File: config.mk
export PLATFORM = sky130hd
export DESIGN_NAME = srif_regs
export DESIGN_NICKNAME = d
export VERILOG_FILES = /design/src/verilog/srif_pkg.sv /design/src/verilog/srif_regs.sv
export SDC_FILE = /design/constraint.sdc
export NUM_CORES = 1
export LEC_CHECK = 0
export ABC_AREA = 1
export ABC_CLOCK_PERIOD_IN_PS = 5200
export BUFFER_PORTS_ARGS = -buffer_cell sky130_fd_sc_hd__buf_2
export CAP_MARGIN = 20
export CORE_MARGIN = 2
export CORE_UTILIZATION = 50
export DETAILED_ROUTE_END_ITERATION = 12
export GPL_ROUTABILITY_DRIVEN = 0
export PLACE_DENSITY = 0.65
export SLEW_MARGIN = 0
export SYNTH_ARGS = -nofsm -noshare
export SYNTH_HDL_FRONTEND = slang
export SYNTH_SLANG_ARGS = --single-unit
export TNS_END_PERCENT = 5
File: constraint.sdc
create_clock -name clk_i -period 5.2 [get_ports clk_i]
set_input_delay 0.52 -clock clk_i [delete_from_list [all_inputs] [get_ports clk_i]]
set_output_delay 0.52 -clock clk_i [all_outputs]
set_load 0.01 [all_outputs]
File: src/verilog/srif_pkg.sv
// Package for the serial port register interface: offsets, field positions, reset values.
// Assumes a 32-bit classic Wishbone slave with byte addresses.
package srif_pkg;
    // ----------------------------------------
    // Register byte offsets
    // ----------------------------------------
    localparam logic [11:0] OFS_IEN_BITS = 12'h044;
    localparam logic [11:0] OFS_RAW_FLAGS = 12'h048;
    localparam logic [11:0] OFS_MASKED_FLAGS = 12'h04C;
    localparam logic [11:0] OFS_IEN_SET = 12'h058;
    localparam logic [11:0] OFS_IEN_CLEAR = 12'h05C;
    localparam logic [11:0] OFS_HALT_CTRL = 12'h060;
    localparam logic [11:0] OFS_FRAME_CFG = 12'h100;
    localparam logic [11:0] OFS_ROLE_CFG = 12'h104;
    localparam logic [11:0] OFS_PRESCALE = 12'h108;
    localparam logic [11:0] OFS_RATE_DELAY = 12'h10C;
    localparam logic [11:0] OFS_THRESH = 12'h110;
    localparam logic [11:0] OFS_XFER_REQ = 12'h114;
    localparam logic [11:0] OFS_RX_CHECK = 12'h118;
    localparam logic [11:0] OFS_TX_CHECK = 12'h11C;
    localparam logic [11:0] OFS_HDR32 = 12'h120;
    localparam logic [11:0] OFS_HDR24 = 12'h124;
    localparam logic [11:0] OFS_HDR16 = 12'h128;
    localparam logic [11:0] OFS_HDR8 = 12'h12C;
    localparam logic [11:0] OFS_HDR_CTRL = 12'h130;
    localparam logic [11:0] OFS_RX_PORT = 12'h140;
    localparam logic [11:0] OFS_TX_PORT = 12'h150;
    localparam logic [11:0] OFS_LINE_FLAGS = 12'h160;
    // ----------------------------------------
    // Reset values and fields
    // ----------------------------------------
    localparam logic [31:0] RST_ROLE_CFG = 32'h0000_0004;
    localparam logic [31:0] RST_THRESH = 32'h0000_0202;
    localparam logic [31:0] ZERO32 = 32'h0000_0000;
    localparam int POLY_BIT = 14;
    localparam int RATE_LSB = 0;
    localparam int RATE_W = 10;
    localparam int DELAY_LSB = 16;
    localparam int DELAY_W = 4;
    localparam int TRANSMIT_LEVEL_CHOICE_LSB = 0;
    localparam int RECEIVE_LEVEL_CHOICE_LSB = 8;
    localparam int SEL_W = 3;
    localparam int FLAG_RX = 0;
    localparam int FLAG_TX = 1;
    localparam int FLAG_W = 2;
    localparam int HALT_FREE_BIT = 0;
    localparam int ROLE_CTRL_BIT = 2;
    localparam logic [7:0] SEED8 = 8'hFF;
    localparam logic [15:0] SEED16 = 16'hFFFF;
    localparam logic [7:0] POLY8 = 8'h07;
    localparam logic [15:0] POLY16 = 16'h1021;
    // Threshold choice encodings
    localparam logic [2:0] SEL_Q1 = 3'h1;
    localparam logic [2:0] SEL_HALF = 3'h2;
    localparam logic [2:0] SEL_Q3 = 3'h3;
    localparam logic [2:0] SEL_EDGE = 3'h4;
endpackage

File: src/verilog/srif_regs.sv
// Register interface of a synchronous serial port: Wishbone slave, FIFOs, checksum units.
// Assumes the serial engine pushes receive bytes and pops transmit bytes, and a halt input.
//
// Local design decision: the Wishbone register port.
`timescale 1ns/1ns

module srif_regs
    import srif_pkg::*;
#(
    parameter int DEPTH = 4,
    parameter int AW = 2
) (
    // Clock and reset
    input wire logic clk_i,
    input wire logic rst_i,
    // Wishbone slave
    input wire logic wb_cyc_i,
    input wire logic wb_stb_i,
    input wire logic wb_we_i,
    input wire logic [11:0] wb_adr_i,
    input wire logic [3:0] wb_sel_i,
    input wire logic [31:0] wb_dat_i,
    output logic [31:0] wb_dat_o,
    output logic wb_ack_o,
    // Serial engine side
    input wire logic core_halted_i,
    input wire logic eng_word_end_i,
    input wire logic rx_push_i,
    input wire logic [7:0] rx_data_i,
    input wire logic tx_pop_i,
    output logic [7:0] tx_data_o,
    output logic tx_valid_o,
    output logic rx_ready_o,
    output logic eng_freeze_o,
    output logic [RATE_W-1:0] rate_div_o,
    output logic [DELAY_W-1:0] sample_delay_o,
    output logic [FLAG_W-1:0] masked_flags_o
);
    if (DEPTH != (1 << AW) || AW < 2) begin : g_bad_depth
        $error("DEPTH must equal 2**AW with AW of at least 2");
    end

    // ----------------------------------------
    // Bus decode
    // ----------------------------------------
    logic req;
    logic wr;
    logic rd;
    logic [31:0] wmask;
    assign req = wb_cyc_i && wb_stb_i && !wb_ack_o;
    assign wr = req && wb_we_i;
    assign rd = req && !wb_we_i;
    assign wmask = {{8{wb_sel_i[3]}}, {8{wb_sel_i[2]}}, {8{wb_sel_i[1]}}, {8{wb_sel_i[0]}}};

    logic [31:0] ien_q;
    logic [31:0] halt_ctrl_q;
    logic [31:0] frame_q;
    logic [31:0] role_q;
    logic [31:0] presc_q;
    logic [31:0] rate_q;
    logic [31:0] thresh_q;
    logic [31:0] xfer_q;
    logic [31:0] hdrc_q;
    logic [31:0] txlast_q;
    logic [31:0] rxlast_q;
    logic [31:0] raw;

    function automatic logic [31:0] merge(input logic [31:0] old, input logic [31:0] nw,
                                          input logic [31:0] m);
        merge = (old & ~m) | (nw & m);
    endfunction

    // ----------------------------------------
    // Control registers
    // ----------------------------------------
    always_ff @(posedge clk_i) begin
        if (rst_i) begin
            ien_q <= ZERO32;
        end else if (wr && wb_adr_i == OFS_IEN_CLEAR) begin
            ien_q <= ien_q & ~(wb_dat_i & wmask);
        end else if (wr && wb_adr_i == OFS_IEN_SET) begin
            ien_q <= ien_q | (wb_dat_i & wmask);
        end else if (wr && wb_adr_i == OFS_IEN_BITS) begin
            ien_q <= merge(ien_q, wb_dat_i, wmask);
        end
    end

    always_ff @(posedge clk_i) begin
        if (rst_i) begin
            halt_ctrl_q <= ZERO32;
            frame_q <= ZERO32;
            role_q <= RST_ROLE_CFG;
            presc_q <= ZERO32;
            rate_q <= ZERO32;
            thresh_q <= RST_THRESH;
            xfer_q <= ZERO32;
            hdrc_q <= ZERO32;
        end else if (wr) begin
            if (wb_adr_i == OFS_HALT_CTRL) begin
                halt_ctrl_q <= merge(halt_ctrl_q, wb_dat_i, wmask);
            end else if (wb_adr_i == OFS_FRAME_CFG) begin
                frame_q <= merge(frame_q, wb_dat_i, wmask);
            end else if (wb_adr_i == OFS_ROLE_CFG) begin
                role_q <= merge(role_q, wb_dat_i, wmask);
            end else if (wb_adr_i == OFS_PRESCALE) begin
                presc_q <= merge(presc_q, wb_dat_i, wmask);
            end else if (wb_adr_i == OFS_RATE_DELAY) begin
                rate_q <= merge(rate_q, wb_dat_i, wmask);
            end else if (wb_adr_i == OFS_THRESH) begin
                thresh_q <= merge(thresh_q, wb_dat_i, wmask);
            end else if (wb_adr_i == OFS_XFER_REQ) begin
                xfer_q <= merge(xfer_q, wb_dat_i, wmask);
            end else if (wb_adr_i == OFS_HDR_CTRL) begin
                hdrc_q <= merge(hdrc_q, wb_dat_i, wmask);
            end
        end
    end

    always_ff @(posedge clk_i) begin
        if (rst_i) begin
            rate_div_o <= '0;
            sample_delay_o <= '0;
        end else begin
            rate_div_o <= rate_q[RATE_LSB +: RATE_W];
            sample_delay_o <= rate_q[DELAY_LSB +: DELAY_W];
        end
    end

    // ----------------------------------------
    // Halt freeze
    // ----------------------------------------
    // Controller waits for the word boundary so no partial word leaves the pins.
    logic halt_act;
    assign halt_act = core_halted_i && !halt_ctrl_q[HALT_FREE_BIT];
    always_ff @(posedge clk_i) begin
        if (rst_i) begin
            eng_freeze_o <= 1'b0;
        end else if (!halt_act) begin
            eng_freeze_o <= 1'b0;
        end else if (!role_q[ROLE_CTRL_BIT] || eng_word_end_i) begin
            eng_freeze_o <= 1'b1;
        end
    end

    // ----------------------------------------
    // Transmit FIFO, bytes
    // ----------------------------------------
    logic [7:0] txm [DEPTH];
    logic [AW:0] tx_wp_q;
    logic [AW:0] tx_rp_q;
    logic [AW:0] tx_cnt;
    logic [2:0] push_n;
    logic [31:0] push_w;
    assign tx_cnt = tx_wp_q - tx_rp_q;

    always_comb begin
        push_n = 3'h0;
        push_w = wb_dat_i;
        if (wr && wb_adr_i == OFS_TX_PORT) begin
            push_n = 3'h1;
        end else if (wr && wb_adr_i == OFS_HDR32) begin
            push_n = 3'h4;
        end else if (wr && wb_adr_i == OFS_HDR24) begin
            push_n = 3'h3;
        end else if (wr && wb_adr_i == OFS_HDR16) begin
            push_n = 3'h2;
        end else if (wr && wb_adr_i == OFS_HDR8) begin
            push_n = 3'h1;
        end
        if (32'(push_n) > DEPTH - 32'(tx_cnt)) begin
            push_n = 3'h0;
        end
    end

    // Header bytes go out most significant first.
    genvar g;
    for (g = 0; g < DEPTH; g++) begin : g_push
        logic [AW-1:0] slot;
        assign slot = AW'(g) - tx_wp_q[AW-1:0];
        always_ff @(posedge clk_i) begin
            if (32'(slot) < 32'(push_n)) begin
                txm[g] <= push_w[8*(32'(push_n) - 1 - 32'(slot)) +: 8];
            end
        end
    end

    logic tx_pop;
    assign tx_pop = tx_pop_i && tx_cnt != '0 && !eng_freeze_o;
    always_ff @(posedge clk_i) begin
        if (rst_i) begin
            tx_wp_q <= '0;
            tx_rp_q <= '0;
        end else begin
            tx_wp_q <= tx_wp_q + (AW+1)'(push_n);
            if (tx_pop) begin
                tx_rp_q <= tx_rp_q + 1'b1;
            end
        end
    end

    always_ff @(posedge clk_i) begin
        if (rst_i) begin
            tx_data_o <= 8'h00;
            tx_valid_o <= 1'b0;
            txlast_q <= ZERO32;
        end else begin
            tx_data_o <= txm[tx_rp_q[AW-1:0]];
            tx_valid_o <= tx_cnt != '0 && !tx_pop;
            if (wr && wb_adr_i == OFS_TX_PORT) begin
                txlast_q <= merge(txlast_q, wb_dat_i, wmask);
            end
        end
    end

    // ----------------------------------------
    // Receive FIFO
    // ----------------------------------------
    logic [7:0] rxm [DEPTH];
    logic [AW:0] rx_wp_q;
    logic [AW:0] rx_rp_q;
    logic [AW:0] rx_cnt;
    logic rx_pop;
    logic rx_push;
    assign rx_cnt = rx_wp_q - rx_rp_q;
    // Writes to the receive port fall through every decode below.
    assign rx_pop = rd && wb_adr_i == OFS_RX_PORT && rx_cnt != '0 && !core_halted_i;
    assign rx_push = rx_push_i && rx_cnt != (AW+1)'(DEPTH) && !eng_freeze_o;

    always_ff @(posedge clk_i) begin
        if (rx_push) begin
            rxm[rx_wp_q[AW-1:0]] <= rx_data_i;
        end
    end

    always_ff @(posedge clk_i) begin
        if (rst_i) begin
            rx_wp_q <= '0;
            rx_rp_q <= '0;
            rxlast_q <= ZERO32;
            rx_ready_o <= 1'b0;
        end else begin
            rx_ready_o <= rx_cnt + (AW+1)'(rx_push) < (AW+1)'(DEPTH);
            if (rx_push) begin
                rx_wp_q <= rx_wp_q + 1'b1;
            end
            if (rx_pop) begin
                rx_rp_q <= rx_rp_q + 1'b1;
                rxlast_q <= {24'h0, rxm[rx_rp_q[AW-1:0]]};
            end
        end
    end

    // ----------------------------------------
    // Threshold flags
    // ----------------------------------------
    function automatic logic level_hit(input logic [2:0] sel, input logic [AW:0] n);
        logic [AW+2:0] n4;
        logic [AW+2:0] d;
        n4 = {n, 2'b00};
        d = (AW+3)'(DEPTH);
        case (sel)
            SEL_Q1: level_hit = n4 >= d;
            SEL_HALF: level_hit = n4 >= 2 * d;
            SEL_Q3: level_hit = n4 >= 3 * d;
            SEL_EDGE: level_hit = n4 >= 4 * d;
            default: level_hit = n != '0;
        endcase
    endfunction

    logic [AW:0] tx_free;
    assign tx_free = (AW+1)'(DEPTH) - tx_cnt;
    always_comb begin
        raw = ZERO32;
        raw[FLAG_RX] = level_hit(thresh_q[RECEIVE_LEVEL_CHOICE_LSB +: SEL_W], rx_cnt);
        raw[FLAG_TX] = level_hit(thresh_q[TRANSMIT_LEVEL_CHOICE_LSB +: SEL_W], tx_free);
    end

    always_ff @(posedge clk_i) begin
        if (rst_i) begin
            masked_flags_o <= '0;
        end else begin
            masked_flags_o <= raw[FLAG_W-1:0] & ien_q[FLAG_W-1:0];
        end
    end

    // ----------------------------------------
    // Checksum units
    // ----------------------------------------
    logic poly16;
    logic [15:0] rx_crc_q;
    logic [15:0] tx_crc_q;
    logic [15:0] seed;
    assign poly16 = frame_q[POLY_BIT];
    assign seed = poly16 ? SEED16 : {8'h00, SEED8};

    function automatic logic [15:0] crc_step(input logic [15:0] c, input logic [7:0] b,
                                             input logic w16);
        logic [15:0] r;
        r = c;
        for (int i = 7; i >= 0; i--) begin
            if (w16) begin
                r = (r[15] ^ b[i]) ? ((r << 1) ^ POLY16) : (r << 1);
            end else begin
                r[7:0] = (r[7] ^ b[i]) ? ((r[7:0] << 1) ^ POLY8) : (r[7:0] << 1);
            end
        end
        crc_step = r;
    endfunction

    always_ff @(posedge clk_i) begin
        if (rst_i) begin
            rx_crc_q <= 16'h0000;
            tx_crc_q <= 16'h0000;
        end else begin
            if (req && wb_adr_i == OFS_RX_CHECK) begin
                rx_crc_q <= seed;
            end else if (rx_push) begin
                rx_crc_q <= crc_step(rx_crc_q, rx_data_i, poly16);
            end
            if (req && wb_adr_i == OFS_TX_CHECK) begin
                tx_crc_q <= seed;
            end else if (tx_pop) begin
                tx_crc_q <= crc_step(tx_crc_q, txm[tx_rp_q[AW-1:0]], poly16);
            end
        end
    end

    // ----------------------------------------
    // Read mux and acknowledge
    // ----------------------------------------
    logic [31:0] rdata;
    always_comb begin
        if (wb_adr_i == OFS_IEN_BITS) begin
            rdata = ien_q;
        end else if (wb_adr_i == OFS_RAW_FLAGS) begin
            rdata = raw;
        end else if (wb_adr_i == OFS_MASKED_FLAGS) begin
            rdata = raw & ien_q;
        end else if (wb_adr_i == OFS_HALT_CTRL) begin
            rdata = halt_ctrl_q;
        end else if (wb_adr_i == OFS_FRAME_CFG) begin
            rdata = frame_q;
        end else if (wb_adr_i == OFS_ROLE_CFG) begin
            rdata = role_q;
        end else if (wb_adr_i == OFS_PRESCALE) begin
            rdata = presc_q;
        end else if (wb_adr_i == OFS_RATE_DELAY) begin
            rdata = rate_q;
        end else if (wb_adr_i == OFS_THRESH) begin
            rdata = thresh_q;
        end else if (wb_adr_i == OFS_XFER_REQ) begin
            rdata = xfer_q;
        end else if (wb_adr_i == OFS_RX_CHECK) begin
            rdata = {16'h0000, rx_crc_q};
        end else if (wb_adr_i == OFS_TX_CHECK) begin
            rdata = {16'h0000, tx_crc_q};
        end else if (wb_adr_i == OFS_HDR_CTRL) begin
            rdata = hdrc_q;
        end else if (wb_adr_i == OFS_RX_PORT) begin
            rdata = rx_pop ? {24'h0, rxm[rx_rp_q[AW-1:0]]} : rxlast_q;
        end else if (wb_adr_i == OFS_TX_PORT) begin
            rdata = txlast_q;
        end else if (wb_adr_i == OFS_LINE_FLAGS) begin
            rdata = {28'h0, rx_cnt != (AW+1)'(DEPTH), rx_cnt == '0,
                     tx_cnt != (AW+1)'(DEPTH), tx_cnt == '0};
        end else begin
            rdata = ZERO32;
        end
    end

    // Every access, mapped or not, is acknowledged one cycle after it is seen.
    always_ff @(posedge clk_i) begin
        if (rst_i) begin
            wb_ack_o <= 1'b0;
            wb_dat_o <= ZERO32;
        end else begin
            wb_ack_o <= req;
            wb_dat_o <= rd ? rdata : ZERO32;
        end
    end
endmodule

# [Yosys cells after proc, flatten, opt, wreduce, memory -nomap -nowiden]
# Memory sizes are Yosys's and may differ from the RTL's. A register that Yosys moved wholly into a read port is not among the register bits.
# Cells that the tools add are included.
[word_totals] regBits=456 ram_bits=64 inputBits=65 output_inout_bits=60 elab_cells=440 mem_count=2
[op_classes] n_addsub=18 magnitude_cmp=14 eq_ne=32 shift=4 muxes=195 bitwise_logic=100 reduce_logical=49
[memory_table] memory="rxm" words=4 word_bits=8 rd=1 rd_clocked_by_memory_dff=1 wr=1 line_no="srif_regs.sv:218" rtl="logic [7:0] rxm [DEPTH];"
[memory_table] memory="txm" words=4 word_bits=8 rd=1 rd_clocked_by_memory_dff=1 wr=4 line_no="srif_regs.sv:148" rtl="logic [7:0] txm [DEPTH];"
[ops] operator="$mux 8" n=116
[ops] operator="$mux 32" n=19
[ops] operator="$and 32x32->32" n=12
[ops] operator="$or 32x32->32" n=11
[ops] operator="$mux 13" n=16
[ops] operator="$eq 12x9->1 const B" n=16
[ops] operator="$shiftx 32x33->8" n=4
[ops] operator="$not 3->3" n=32
[ops] operator="$sub 29x2->29" n=3
[ops] operator="$mux 16" n=5
[ops] operator="$eq 12x7->1 const B" n=6
[ops] operator="$not 32->32" n=2
[ops] operator="$mux 3" n=19
[ops] operator="$and 2x32->32" n=1
[ops] operator="$gt 3x32->1" n=1
[ops] operator="$xor 1x1->1" n=32
[ops] operator="$logic_and 1x1->1" n=23
[ops] operator="$ge 5x4->1 const B" n=4
[ops] operator="$eq 3x2->1 const B" n=4
[ops] operator="$lt 2x3->1" n=4
[ops] operator="$mux 2" n=6
[ops] operator="$reduce_bool 3->1" n=4
[ops] operator="$mux 1" n=11
[ops] operator="$ge 5x3->1 const B" n=2
[ops] operator="other kinds (32)" n=59

# [Longest topological paths before layout]
[depth] word_depth=48 ltp_mapped=27 mapped_depth_nobuf=27

# [Worst setup path before layout]
# Ideal clock, no wire load.
[synth_timing] path_type="register to register" from="reg tx_wp_q[0]" to="mem txm[2][2], data pin" setup_ns=0.265 arrival_time_ns=4.194 required_time_ns=4.935 path_slack_ns=0.741 path_stages_with_launch=23 n_path_buf=2 synth_period_minus_slack_ns=4.459 path_cell_list="dfxtp_1 > inv_1 > ha_1 > inv_1 > fa_1 > inv_1 > ha_1 > ha_1 > inv_1 > ha_1 > inv_1 > nor2_1 > o21ai_1 > a31oi_1 > inv_2 > nand2_1 > ha_1 > fa_1 > buf_1 > clkbuf_1 > nand2_1 > o211ai_1 > nor2_1"
[synth_lines] item="start, declared" line_no="srif_regs.sv:149" rtl="logic [AW:0] tx_wp_q;"
[synth_lines] item="start signal, assigned" line_no="srif_regs.sv:194" rtl="tx_wp_q <= tx_wp_q + (AW+1)'(push_n);"
[synth_lines] item="end, declared" line_no="srif_regs.sv:148"

==> flow_metrics.tcl <==
set metrics [dict create \
    final_cells 4022 \
    fmax_mhz 205 \
    worstPathArrival_ps 5310 \
    fin_worst_skew_ps 23.6 \
    cts-root-buf "clkbuf_16" \
    ctsHoldBuffers 0 \
    fin_crit_sh 0.939 \
    grt_max_degree 194 \
    hold_viol 0 \
    seq_power_share 0.413 \
    finalCriticalPeriod_ps 4880 \
    synth_warnings 0 \
    start_util 0.503 \
    post-cts-setup-buffers 0 \
    worstReg2RegStart "tx_wp_q[0]" \
    hpwl_um 57500 \
    worst_pin_slew_ps 1070 \
    vias_per_cell 5.81 \
    grt_pass1_wl_um 127000 \
    grt_pass1_vias 22304 \
    grt_setup_unrepaired "false" \
    final_max_slew_viol_count 0 \
    p_int_w 0.00736 \
    crit_path_start_kind "flop" \
    synth_edf_count 64 \
    cap_violations 0 \
    avgSynthCellArea_um2 7.63 \
    p_clk_frac 0.422 \
    worstPathMaxFanout 8 \
    setup_tns_ps 0 \
    worstPathRequired_ps 5630 \
    syn_area_um2 25100 \
    syn_inst 3287 \
    cts_tree "yes" \
    final_util 0.562 \
    async_flop_share 0 \
    finish.net_count 3403 \
    whs_path_depth 3 \
    die-area_um2 52000 \
    synthFlopType "dfxtp_1" \
    io_pins 125 \
    reg2reg_depth 22 \
    comb_power_share 0.165 \
    htreeDepth 2 \
    drt_wl_total_um 82400 \
    dp_slack_ps 318 \
    yosysTopAreaCell "dfxtp_1" \
    drtIter0Drc 2171 \
    min_from "core_halted_i" \
    timing.hold.ws_ps 152 \
    clkLatencyLatePin_ps 630 \
    routedWlPerCell_um 20.5 \
    critPathKind "flop to flop" \
    synth.ff_latch_count 524 \
    finalWorstSetupSlack_ps 317 \
    power_leakage_nw 10.6 \
    hp-class "input port to flop" \
    dr_total_vias 23350 \
    nFillCells 4657 \
    dpl.cell_count 3912 \
    holdPathEnd "eng_freeze_o" \
    grt_util_all_layers 0.310 \
    sw_frac_of_total 0.285 \
    fp.dieH_um 228 \
    synth_area_leaders "dfxtp_1, nand2_1, edfxtp_1" \
    r2r_end "txm[0][4]" \
    grt-ovfl-total 0 \
    syn_to_final_growth_pct 11.8 \
    core_area_um2 49900 \
    row_count 82 \
    slew_headroom 0.282 \
    synth_cell_types 61 \
    setup_viol 0 \
    peakVddDrop_v 0.000269 \
    r2r_setup_slack_ps 320 \
    cts_inserted_buffers 56 \
    synth_top_area_frac 0.367 \
    post_cts_resized 0 \
    synth_seq_area_share 0.444 \
    drt.antenna.violating_nets 0 \
    final_layout_size_suffix_gt1_frac 0.108 \
    die_w_um 228 \
    path_clk_slew_ps 70 \
    drc 0 \
    end_kind "flop" \
    first_pass_iters 6 \
    synth_nets 3391 \
    ctsLongestPathBuffers 3 \
    antenna_found_initial 2 \
    powerDensity_nw_per_um2 367 \
    power.switching_w 0.00293 \
    cts.sinks 524 \
    outcome "finished, final reports clean" \
    io_buffers 124 \
]
## layer usage
layer / global-route usage / routed length [um]
met5: 0 / 0
met3: 0.0495 / 6320
met1: 0.400 / 34000
met4: 0.149 / 3820
met2: 0.509 / 38300
## cells in the mapped netlist (35+ instances only)
| library cell | n |
|---|---|
| o21ai_0 | 305 |
| o22ai_1 | 41 |
| edfxtp_1 | 64 |
| nand4_1 | 43 |
| a21oi_1 | 320 |
| o221ai_1 | 35 |
| xor2_1 | 38 |
| dfxtp_1 | 460 |
| a211oi_1 | 113 |
| o211ai_1 | 79 |
| inv_1 | 367 |
| nor2_1 | 328 |
| nand2_1 | 543 |
| nand3_1 | 72 |
| clkbuf_1 | 160 |
## worst max path at each step
stage,cells after the start,startpoint,end,slack [ps]
CTS,22,tx_wp_q[0],txm[0][7],310
global placement,26,wb_adr_i[2],txm[1][5],590
global route,21,tx_wp_q[0],txm[2][2],2
floorplan,22,tx_wp_q[0],txm[2][2],740
detailed placement,22,tx_wp_q[0],txm[0][7],320
finish,22,tx_wp_q[0],txm[0][4],320
## worst max-delay path, stage by stage, from the launching register on
cell      delay [ps]
dfxtp_1          370
inv_1            140
ha_1             170
inv_1             50
fa_1             550
inv_1            120
ha_1             220
ha_1             280
inv_1             60
ha_1             290
inv_1             40
nor2_1           100
o21ai_1           70
a31oi_1          180
inv_2             70
nand2_1          150
inv_1            120
ha_1             310
fa_1             500
a211oi_2         240
or2_2            170
nand3_2          190
a211oi_1         270
## power by group through the flow
stage | combinational, W | clock [W] | sequential (W)
5_1_grt | 0.00188 | 0.00456 | 0.00426
3_3_place_gp | 0.00163 | 0 | 0.00434
2_1_floorplan | 0.00121 | 0 | 0.00432
3_5_place_dp | 0.00166 | 0 | 0.00434
6_report | 0.00170 | 0.00434 | 0.00425
4_1_cts | 0.00167 | 0.00437 | 0.00425
## per-stage QoR
| stage | total power [W] | cell area, um^2 |
|---|---|---|
| floorplan | 0.00552 | 25100 |
| global placement | 0.00597 | 26000 |
| detailed placement | 0.00600 | 26000 |
| CTS | 0.0103 | 28000 |
| global route | 0.0107 | 28000 |
| finish | 0.0103 | 28000 |
## cells in the final DEF (no fill, tap or decap), types with 10 or more instances in the layout
cell,instances
o21ai_0,305
edfxtp_1,64
nand2_1,543
a211oi_1,112
inv_2,26
clkinv_2,13
inv_1,366
ha_1,31
a221oi_1,17
nor2_1,327
o211ai_1,79
o221ai_1,35
nor2_2,17
nand4_1,43
a31oi_1,10
dfxtp_1,460
buf_4,32
xnor2_1,21
nor3_1,13
o22ai_1,41
clkbuf_8,12
xor2_1,38
a21oi_1,320
o21ai_1,25
nand3_1,72
o211a_1,15
clkbuf_16,57
buf_2,123
## kinds of logic (layout without fill, tap and decap cells)
| group | count (synthesis) | after routing | synth area share |
|---|---|---|---|
| AND/OR/NAND/NOR | 1060 | 1060 | 0.177 |
| AO/OA/AOI/OAI | 990 | 990 | 0.235 |
| buffers and inverters | 601 | 661 | 0.0932 |
| flip-flops | 524 | 524 | 0.444 |
| XOR/XNOR | 73 | 73 | 0.0301 |
| adder cells (fa/ha/maj) | 39 | 39 | 0.0215 |
| other | 0 | 3 | 0 |
## cell type report
type                    instances  area, um^2  area share
flip-flops and latches        524       11100       0.397
well taps                     672         841      0.0300
clock inverters                30         400      0.0143
diodes                          3        7.51    0.000268
multi-input cells            2162       11600       0.415
inverters                     396        1490      0.0533
clock buffers                  76        1610      0.0574
repair buffers                159         917      0.0327
Note: power is estimated with default switching activity, not from simulation.
